<file path="config.mk">
export PLATFORM = sky130hd
export DESIGN_NAME = accel_sample_readout_regs
export DESIGN_NICKNAME = d
export VERILOG_FILES = /design/src/accel_sample_readout_pkg.sv /design/src/accel_sample_readout_regs.sv
export VERILOG_INCLUDE_DIRS = /design/src
export SDC_FILE = /design/constraint.sdc
export NUM_CORES = 1
export LEC_CHECK = 0
export BUFFER_PORTS_ARGS = -buffer_cell sky130_fd_sc_hd__buf_2
export CORE_MARGIN = 4
export CORE_UTILIZATION = 60
export DETAILED_ROUTE_END_ITERATION = 16
export PLACE_DENSITY_LB_ADDON = 0.1
export SETUP_SLACK_MARGIN = 0.05
export SLEW_MARGIN = 20
export SYNTH_ARGS = -nofsm -noshare
export SYNTH_HDL_FRONTEND = slang
export SYNTH_SLANG_ARGS = --single-unit
</file>
<file path="constraint.sdc">
create_clock -name clk -period 5.3 [get_ports clk]
set_input_delay 0.795 -clock clk [delete_from_list [all_inputs] [get_ports clk]]
set_output_delay 0.795 -clock clk [all_outputs]
set_load 0.01 [all_outputs]
</file>
<file path="src/accel_sample_readout_defs.svh">
// Register map, field positions and reset values of the sample read-out block
`ifndef ACCEL_SAMPLE_READOUT_DEFS_SVH
`define ACCEL_SAMPLE_READOUT_DEFS_SVH

`define REG_SAMPLE_FLAGS   8'h00
`define REG_X_HIGH         8'h01
`define REG_X_LOW          8'h02
`define REG_Y_HIGH         8'h03
`define REG_Y_LOW          8'h04
`define REG_Z_HIGH         8'h05
`define REG_Z_LOW          8'h06
`define REG_MODE_VIEW      8'h0B
`define REG_LAST_FULL      8'h06
`define REG_LAST_FAST      8'h05

`define FLAGS_RESET        8'h00
`define MODE_RESET         2'h0
`define SAMPLE_RESET       12'h000
`define BIT_ALL_OVERRUN    7
`define BIT_ALL_NEW        3
`define SAMPLE_BITS        12
`define BYTE_BITS          4'h8

`endif

</file>
<file path="src/accel_sample_readout_pkg.sv">
// Types shared by the sample read-out block
package accel_sample_readout_pkg;

  typedef enum logic [7:0] {
    IDLE     = 8'h01,
    ADDR     = 8'h02,
    ADDR_ACK = 8'h04,
    PTR      = 8'h08,
    PTR_ACK  = 8'h10,
    SEND     = 8'h20,
    HOST_ACK = 8'h40,
    WAIT     = 8'h80
  } bus_state_type;

  typedef logic [11:0] sample_type;

endpackage : accel_sample_readout_pkg

</file>
<file path="src/accel_sample_readout_regs.sv">
// Three-axis sample read-out registers behind an I2C slave port
`timescale 1ns/100ps
`default_nettype none
`include "accel_sample_readout_defs.svh"
module accel_sample_readout_regs
  import accel_sample_readout_pkg::*;
#(
  parameter logic [6:0] DEV_ADDR  = 7'h1C, // Arbitrary bus address
  parameter int         BUF_DEPTH = 2
) (
  input  wire logic       clk,
  input  wire logic       reset_n,
  input  wire logic       scl,
  input  wire logic       sdaIn,
  output logic            sdaOut,
  output logic            sdaOe,
  input  wire logic       sampleValid,
  output logic            sampleReady,
  input  wire sample_type sampleX,
  input  wire sample_type sampleY,
  input  wire sample_type sampleZ,
  input  wire logic       fastRead,
  input  wire logic [1:0] operatingMode,
  input  wire logic       sleepWakeEvent,
  output logic            sleepWakeEventFlag
);

  localparam int PW = (BUF_DEPTH > 1) ? $clog2(BUF_DEPTH) : 1;

  function automatic logic [PW-1:0] bump(input logic [PW-1:0] idx);
    bump = (idx == PW'(BUF_DEPTH - 1)) ? '0 : idx + PW'(1);
  endfunction : bump

  function automatic logic [7:0] nextPtr(input logic [7:0] p, input logic fast);
    if (fast && p == `REG_LAST_FAST)
      nextPtr = `REG_SAMPLE_FLAGS;
    else if (!fast && p == `REG_LAST_FULL)
      nextPtr = `REG_SAMPLE_FLAGS;
    else if (fast && p[0] && p < `REG_LAST_FAST)
      nextPtr = p + 8'h02;
    else
      nextPtr = p + 8'h01;
  endfunction : nextPtr

  function automatic logic [7:0] highByte(input sample_type s);
    highByte = s[11:4];
  endfunction : highByte

  function automatic logic [7:0] lowByte(input sample_type s, input logic ok);
    lowByte = ok ? {s[3:0], 4'h0} : 8'h00;
  endfunction : lowByte

  // Pin synchronisers; stage 0 feeds only stage 1
  logic [2:0]      sclSync_q;
  logic [2:0]      sdaSync_q;
  bus_state_type   state_q;
  logic [3:0]      bitCnt_q;
  logic [7:0]      shift_q;
  logic            rw_q;
  logic            firstPtr_q;
  logic            ackd_q;
  logic [7:0]      ptr_q;
  logic            pairLock_q;
  logic [1:0]      mode_q;
  sample_type      axis_q [3];
  logic [35:0]     buf_q [BUF_DEPTH];
  logic [PW-1:0]   wrIdx_q;
  logic [PW-1:0]   rdIdx_q;
  logic [PW:0]     count_q;
  logic [2:0]      newAxis_q;
  logic [2:0]      overAxis_q;
  logic            allNew_q;
  logic            allOver_q;
  logic [2:0]      seenHigh_q;

  always_ff @(posedge clk) begin
    if (!reset_n) begin
      sclSync_q <= 3'h7;
      sdaSync_q <= 3'h7;
    end else begin
      sclSync_q <= {sclSync_q[1:0], scl};
      sdaSync_q <= {sdaSync_q[1:0], sdaIn};
    end
  end

  wire sclHigh   = sclSync_q[1] & sclSync_q[2];
  wire sclRise   = sclSync_q[1] & ~sclSync_q[2];
  wire sclFall   = ~sclSync_q[1] & sclSync_q[2];
  wire sdaLevel  = sdaSync_q[1];
  wire startSeen = sclHigh & sdaSync_q[2] & ~sdaSync_q[1];
  wire stopSeen  = sclHigh & ~sdaSync_q[2] & sdaSync_q[1];
  wire byteDone  = bitCnt_q == `BYTE_BITS;
  wire addrMatch = shift_q[7:1] == DEV_ADDR;

  // A register is read when its byte is loaded for sending
  wire readFire = sclFall & ((state_q == ADDR_ACK & rw_q) | (state_q == HOST_ACK & ackd_q));
  wire ptrWrite = sclFall & (state_q == PTR) & byteDone & firstPtr_q;

  // Sample buffer; holding it back during a high/low pair keeps both bytes coherent
  wire drainValid = count_q != '0;
  // A high byte loaded this cycle must not see its sample replaced under it
  wire highLoad   = readFire & ((ptr_q == `REG_X_HIGH) | (ptr_q == `REG_Y_HIGH) |
                                (ptr_q == `REG_Z_HIGH));
  wire update     = drainValid & ~pairLock_q & ~highLoad;
  wire pushFire   = sampleValid & sampleReady;
  assign sampleReady = count_q != (PW+1)'(BUF_DEPTH);

  always_ff @(posedge clk) begin
    if (!reset_n) begin
      wrIdx_q <= '0;
      rdIdx_q <= '0;
      count_q <= '0;
    end else begin
      if (pushFire) begin
        buf_q[wrIdx_q] <= {sampleZ, sampleY, sampleX};
        wrIdx_q        <= bump(wrIdx_q);
      end
      if (update)
        rdIdx_q <= bump(rdIdx_q);
      count_q <= count_q + (PW+1)'(pushFire) - (PW+1)'(update);
    end
  end

  always_ff @(posedge clk) begin
    if (!reset_n) begin
      axis_q[0] <= `SAMPLE_RESET;
      axis_q[1] <= `SAMPLE_RESET;
      axis_q[2] <= `SAMPLE_RESET;
    end else if (update) begin
      axis_q[0] <= buf_q[rdIdx_q][11:0];
      axis_q[1] <= buf_q[rdIdx_q][23:12];
      axis_q[2] <= buf_q[rdIdx_q][35:24];
    end
  end

  // Status flags; a new sample wins over a same-cycle clear
  wire [2:0] highRead = {3{readFire}} &
                        {ptr_q == `REG_Z_HIGH, ptr_q == `REG_Y_HIGH, ptr_q == `REG_X_HIGH};
  wire       allRead  = &(seenHigh_q | highRead);
  wire [2:0] newAxisD = (newAxis_q & ~highRead) | {3{update}};
  wire [2:0] overAxisD = (overAxis_q & ~highRead) | ({3{update}} & newAxis_q);
  wire       allNewD  = update | (allNew_q & ~allRead);
  wire       allOverD = (update & allNew_q) | (allOver_q & ~allRead);
  wire [2:0] seenHighD = (update | allRead) ? 3'h0 : (seenHigh_q | highRead);
  wire       modeRead = readFire & (ptr_q == `REG_MODE_VIEW);

  always_ff @(posedge clk) begin
    if (!reset_n) begin
      {allOver_q, overAxis_q, allNew_q, newAxis_q} <= `FLAGS_RESET;
      seenHigh_q         <= 3'h0;
      sleepWakeEventFlag <= 1'b0;
      mode_q             <= `MODE_RESET;
    end else begin
      newAxis_q          <= newAxisD;
      overAxis_q         <= overAxisD;
      allNew_q           <= allNewD;
      allOver_q          <= allOverD;
      seenHigh_q         <= seenHighD;
      sleepWakeEventFlag <= sleepWakeEvent | (sleepWakeEventFlag & ~modeRead);
      mode_q             <= operatingMode;
    end
  end

  // Read data selection
  wire [7:0] statusByte = {allOver_q, overAxis_q, allNew_q, newAxis_q};
  wire [7:0] modeByte   = {6'h00, mode_q};
  logic [7:0] readData;

  always_comb begin
    unique case (ptr_q)
      `REG_SAMPLE_FLAGS: readData = statusByte;
      `REG_X_HIGH:       readData = highByte(axis_q[0]);
      `REG_X_LOW:        readData = lowByte(axis_q[0], pairLock_q);
      `REG_Y_HIGH:       readData = highByte(axis_q[1]);
      `REG_Y_LOW:        readData = lowByte(axis_q[1], pairLock_q);
      `REG_Z_HIGH:       readData = highByte(axis_q[2]);
      `REG_Z_LOW:        readData = lowByte(axis_q[2], pairLock_q);
      `REG_MODE_VIEW:    readData = modeByte;
      default:           readData = 8'h00;
    endcase
  end

  // Pointer and high/low pairing
  always_ff @(posedge clk) begin
    if (!reset_n) begin
      ptr_q      <= `REG_SAMPLE_FLAGS;
      pairLock_q <= 1'b0;
    end else if (stopSeen) begin
      ptr_q      <= `REG_SAMPLE_FLAGS;
      pairLock_q <= 1'b0;
    end else begin
      if (startSeen)
        pairLock_q <= 1'b0;
      else if (readFire)
        pairLock_q <= |highRead;
      if (ptrWrite)
        ptr_q <= shift_q;
      else if (readFire)
        ptr_q <= nextPtr(ptr_q, fastRead);
    end
  end

  // Open drain: only low is ever driven
  assign sdaOut = 1'b0;

  always_ff @(posedge clk) begin
    if (!reset_n) begin
      state_q    <= IDLE;
      bitCnt_q   <= 4'h0;
      shift_q    <= 8'h00;
      rw_q       <= 1'b0;
      firstPtr_q <= 1'b0;
      ackd_q     <= 1'b0;
      sdaOe      <= 1'b0;
    end else if (stopSeen) begin
      state_q <= IDLE;
      sdaOe   <= 1'b0;
    end else if (startSeen) begin
      state_q  <= ADDR;
      bitCnt_q <= 4'h0;
      sdaOe    <= 1'b0;
    end else if (sclRise) begin
      if (state_q == ADDR || state_q == PTR) begin
        shift_q  <= {shift_q[6:0], sdaLevel};
        bitCnt_q <= bitCnt_q + 4'h1;
      end
      if (state_q == HOST_ACK)
        ackd_q <= ~sdaLevel;
    end else if (sclFall) begin
      unique case (state_q)
        ADDR: begin
          if (byteDone && addrMatch) begin
            state_q <= ADDR_ACK;
            sdaOe   <= 1'b1;
            rw_q    <= shift_q[0];
          end else if (byteDone) begin
            state_q <= WAIT;
          end
        end
        ADDR_ACK: begin
          if (rw_q) begin
            state_q  <= SEND;
            shift_q  <= readData;
            sdaOe    <= ~readData[7];
            bitCnt_q <= 4'h1;
          end else begin
            state_q    <= PTR;
            sdaOe      <= 1'b0;
            bitCnt_q   <= 4'h0;
            firstPtr_q <= 1'b1;
          end
        end
        PTR: begin
          if (byteDone) begin
            state_q    <= PTR_ACK;
            sdaOe      <= 1'b1;
            firstPtr_q <= 1'b0;
          end
        end
        PTR_ACK: begin
          state_q  <= PTR;
          sdaOe    <= 1'b0;
          bitCnt_q <= 4'h0;
        end
        SEND: begin
          if (byteDone) begin
            state_q <= HOST_ACK;
            sdaOe   <= 1'b0;
          end else begin
            sdaOe    <= ~shift_q[6];
            shift_q  <= {shift_q[6:0], 1'b0};
            bitCnt_q <= bitCnt_q + 4'h1;
          end
        end
        HOST_ACK: begin
          if (ackd_q) begin
            state_q  <= SEND;
            shift_q  <= readData;
            sdaOe    <= ~readData[7];
            bitCnt_q <= 4'h1;
          end else begin
            state_q <= WAIT;
          end
        end
        IDLE, WAIT: begin
          state_q <= state_q;
        end
      endcase
    end
  end
endmodule : accel_sample_readout_regs
`default_nettype wire

</file>
==> insert_results.sql <==
INSERT INTO impl_metrics (metric_group, metric, value, unit) VALUES
('clocking', 'root_buffer', 'sky130_fd_sc_hd__clkbuf_16', ''),
('detailed_routing', 'wl', '15900', 'µm'),
('sta', 'final_max_slew_viol_count', '0', ''),
('detailed_routing', 'detail_route.vias_per_cell', '6.01', ''),
('status', 'outcome', 'finished clean', ''),
('critical_path', 'worstPathArrival', '3.16', 'ns'),
('clocking', 'ctsHoldBuffers', '0', ''),
('detailed_routing', 'detail_route.drc_violations', '0', ''),
('grt', 'grt_overflow', '0', ''),
('cells_and_area', 'layout.filler_cells', '940', ''),
('synth', 'sequential_cell_area_fraction_in_the_yosys_report', '59.0', '%'),
('critical_path', 'r2r-start', 'ptr_q[0]', ''),
('clocking', 'ctsHtreeMaxLevel', '4', ''),
('grt', 'maximum_number_of_pins_on_one_net_before_global_route_repair', '39', ''),
('synth', 'postSynthCellCount', '646', ''),
('detailed_routing', 'first_pass_iters', '5', ''),
('place', 'gp_congestion', '0.926', ''),
('sta', 'rsz_0062_raised_after_global_routing', 'no', ''),
('critical_path', 'critical_path_buf_inv_count', '2', ''),
('sta', 'clock.fmax', '0.348', 'GHz'),
('synth', 'synth_edf_count', '108', ''),
('sta', 'final-hold-violation-count', '0', ''),
('synth', 'synthesis.area', '7470', 'µm²'),
('critical_path', 'critPathLaunch', 'ptr_q[0]', ''),
('detailed_routing', 'routed_wire_length_per_instance', '18.4', 'µm'),
('cells_and_area', 'final_nets', '737', ''),
('grt', 'grt_pass1_wl', '25600', 'µm'),
('power_and_ir_drop', 'peakVddDrop', '424', 'µV'),
('clocking', 'cts-root-to-sink-buffers', '2', ''),
('power_and_ir_drop', 'power_density', '400', 'nW/µm²'),
('cells_and_area', 'area_taken_by_flip_flops_and_latches', '4410', 'µm²'),
('detailed_routing', 'detailedRoute.firstIterationViolations', '458', ''),
('critical_path', 'r2r_setup_slack', '2.42', 'ns'),
('critical_path', 'crit_chain', 'ha_1 > nor2b_1 > o211ai_2 > nand2_2 > inv_2 > ha_1 > inv_1 > ha_1 > xor2_1 > xnor2_1 > nor2_1', ''),
('cells_and_area', 'layout-drive-gt1-share', '17.0', '%'),
('die', 'floorplan.die_area', '14300', 'µm²'),
('grt', 'grt_antenna_before_repair', '0', ''),
('synth', 'postSynthAreaPerCell', '11.6', 'µm²'),
('critical_path', 'setup.worst_path.start_class', 'flop', ''),
('critical_path', 'critical_path_class', 'reg -> reg', ''),
('sta', 'finalClockSkew', '0.00906', 'ns'),
('grt', 'grt_util_all_layers', '23.0', '%'),
('synth', 'ys_ff_latch', '166', ''),
('die', 'core.rowCount', '40', ''),
('die', 'initial_utilization', '61.7', '%'),
('clocking', 'cts.sink_count', '166', ''),
('min_path', 'hold_class', 'reg -> reg', ''),
('clocking', 'worst_setup_hold_path_clk_slew', '0.06', 'ns'),
('critical_path', 'worstPathRequired', '5.58', 'ns'),
('sta', 'final.setup.tns', '0', 'ns'),
('clocking', 'tritoncts_clock_tree', 'yes', ''),
('synth', 'synth_top_cell_by_area', 'sky130_fd_sc_hd__edfxtp_1', ''),
('critical_path', 'r2r_end', 'count_q[1]', ''),
('critical_path', 'path_max_fanout', '14', ''),
('sta', 'worst-slew-pin-transition', '1.11', 'ns'),
('sta', 'max-slew-margin-rel', '25.7', '%'),
('die', 'fp.dieH', '120', 'µm'),
('cells_and_area', 'diodes', '0', ''),
('synth', 'synth.top_cell.area_share', '43.4', '%'),
('synth', 'yosys_warnings', '0', ''),
('critical_path', 'path_common_cell', 'sky130_fd_sc_hd__ha_1', ''),
('critical_path', 'max_stage_delay', '0.54', 'ns'),
('die', 'ios', '49', ''),
('detailed_routing', 'postRouteAntennaNets', '0', ''),
('synth', 'async_set_or_reset_register_ratio_after_synthesis', '0', '%'),
('critical_path', 'cp-endpoint', 'count_q[1]', ''),
('cells_and_area', 'layout.core_utilization', '68.5', '%'),
('place', 'port_bufs', '47', ''),
('die', 'core_box_area', '12100', 'µm²'),
('critical_path', 'timing.reg2reg.worst_path_depth', '11', ''),
('sta', 'fin_crit_sh', '54.3', '%');
==> Yosys cell counts (6+ instances only) <==
cell and count:
sky130_fd_sc_hd__buf_2 7, sky130_fd_sc_hd__nor2_1 81, sky130_fd_sc_hd__nand2_1 48, sky130_fd_sc_hd__clkbuf_1 18, sky130_fd_sc_hd__nand3_1 21, sky130_fd_sc_hd__nor2b_1 7
sky130_fd_sc_hd__edfxtp_1 108, sky130_fd_sc_hd__ha_1 12, sky130_fd_sc_hd__dfxtp_1 58, sky130_fd_sc_hd__a211oi_2 6, sky130_fd_sc_hd__and2_1 9, sky130_fd_sc_hd__a22oi_1 10
sky130_fd_sc_hd__nor3_1 10, sky130_fd_sc_hd__o21ai_0 19, sky130_fd_sc_hd__nor4_1 7, sky130_fd_sc_hd__mux2i_1 45, sky130_fd_sc_hd__a31oi_1 8, sky130_fd_sc_hd__a21oi_1 32
sky130_fd_sc_hd__inv_1 17, sky130_fd_sc_hd__or3_1 6, sky130_fd_sc_hd__nand2b_1 13
==> per-stage QoR <==
step                      setup WS, ns  std cells  hold slack (ns)  power (mW)  instance area [µm²]
after floorplan                  0.833        646            0.386        2.08                 7470
after global placement            2.37        829            0.389        2.22                 7760
after detailed placement          2.48        829            0.392        2.23                 7760
after CTS                         2.45        861            0.410        3.33                 8290
after global routing              2.23        861            0.431        3.46                 8290
final                             2.42        861            0.410        3.31                 8290
==> cell usage in the layout (no fill, tap or decap), types with 4 or more instances in the layout <==
cell type	Yosys	routed
sky130_fd_sc_hd__o2111ai_1	4	4
sky130_fd_sc_hd__nor2_1	81	81
sky130_fd_sc_hd__nand3_1	21	21
sky130_fd_sc_hd__nor2b_1	7	7
sky130_fd_sc_hd__xor2_1	5	5
sky130_fd_sc_hd__o21ai_0	19	19
sky130_fd_sc_hd__a32oi_1	5	5
sky130_fd_sc_hd__a22oi_1	10	10
sky130_fd_sc_hd__nand2_1	48	47
sky130_fd_sc_hd__nor3_1	10	8
sky130_fd_sc_hd__buf_4	3	4
sky130_fd_sc_hd__buf_2	7	47
sky130_fd_sc_hd__or3_1	6	6
sky130_fd_sc_hd__dfxtp_1	58	57
sky130_fd_sc_hd__nand2b_1	13	13
sky130_fd_sc_hd__nor3_2	5	7
sky130_fd_sc_hd__clkbuf_16	0	17
sky130_fd_sc_hd__o31ai_1	4	4
sky130_fd_sc_hd__nor4_1	7	7
sky130_fd_sc_hd__a211oi_2	6	6
sky130_fd_sc_hd__a31oi_1	8	8
sky130_fd_sc_hd__and2_1	9	9
sky130_fd_sc_hd__inv_1	17	17
sky130_fd_sc_hd__ha_1	12	12
sky130_fd_sc_hd__o22ai_1	4	4
sky130_fd_sc_hd__edfxtp_1	108	108
sky130_fd_sc_hd__a21oi_1	32	32
sky130_fd_sc_hd__clkinv_4	0	4
sky130_fd_sc_hd__nand3b_1	4	4
sky130_fd_sc_hd__a222oi_1	4	4
sky130_fd_sc_hd__xnor2_1	4	4
sky130_fd_sc_hd__mux2i_1	45	45
==> worst min path at each step <==
stage	end	cells after the start	start	slack [ns]
after detailed placement	sdaSync_q[1]	1	sdaSync_q[0]	0.39
after global routing	sdaSync_q[1]	1	sdaSync_q[0]	0.43
final	sdaSync_q[1]	1	sdaSync_q[0]	0.41
after global placement	sdaSync_q[1]	1	sdaSync_q[0]	0.39
after floorplan	sclSync_q[1]	1	sclSync_q[0]	0.39
after CTS	sdaSync_q[1]	1	sdaSync_q[0]	0.41
==> per-layer routing <==
layer | track usage, % | vias to the layer above | wire length, µm
li1 | - | 2451 | -
met1 | 28.0 | 2484 | 6500
met2 | 39.3 | 194 | 8020
met3 | 6.83 | 42 | 926
met4 | 7.87 | 0 | 422
met5 | 0 | - | 0
==> registers in the layout, summed over array words and instances, names as in the netlist, 4 cells and up, named ones only <==
name / count
axis_q: 36
bitCnt_q: 4
buf_q: 72
ptr_q: 8
shift_q: 8
state_q: 8
==> power by group <==
part	leakage [nW]	internal (mW)	switching [mW]
Sequential	1.52	1.60	0.138
Clock	0.258	0.598	0.513
Combinational	1.20	0.203	0.259
==> final cells by class <==
type | instances | share of cell area [%]
sequential | 166 | 53.1
clock inverter | 15 | 1.27
timing repair buffer | 51 | 3.20
tap | 168 | 2.53
inverter | 18 | 0.815
clock buffer | 17 | 5.13
multi-input combinational | 426 | 33.9
==> kinds of logic after synthesis <==
kind of cell | after synthesis | synth area share [%]
xor gates and xnor gates | 9 | 1.06
and+or+nand+nor | 236 | 16.4
adders and majority gates | 12 | 2.01
other | 1 | 0.0502
AOI/OAI and AO/OA | 122 | 11.9
DFF | 166 | 59.0
muxes | 46 | 6.18
buffers and inverters | 54 | 3.48
No activity file was read; power rests on OpenSTA's default activity.
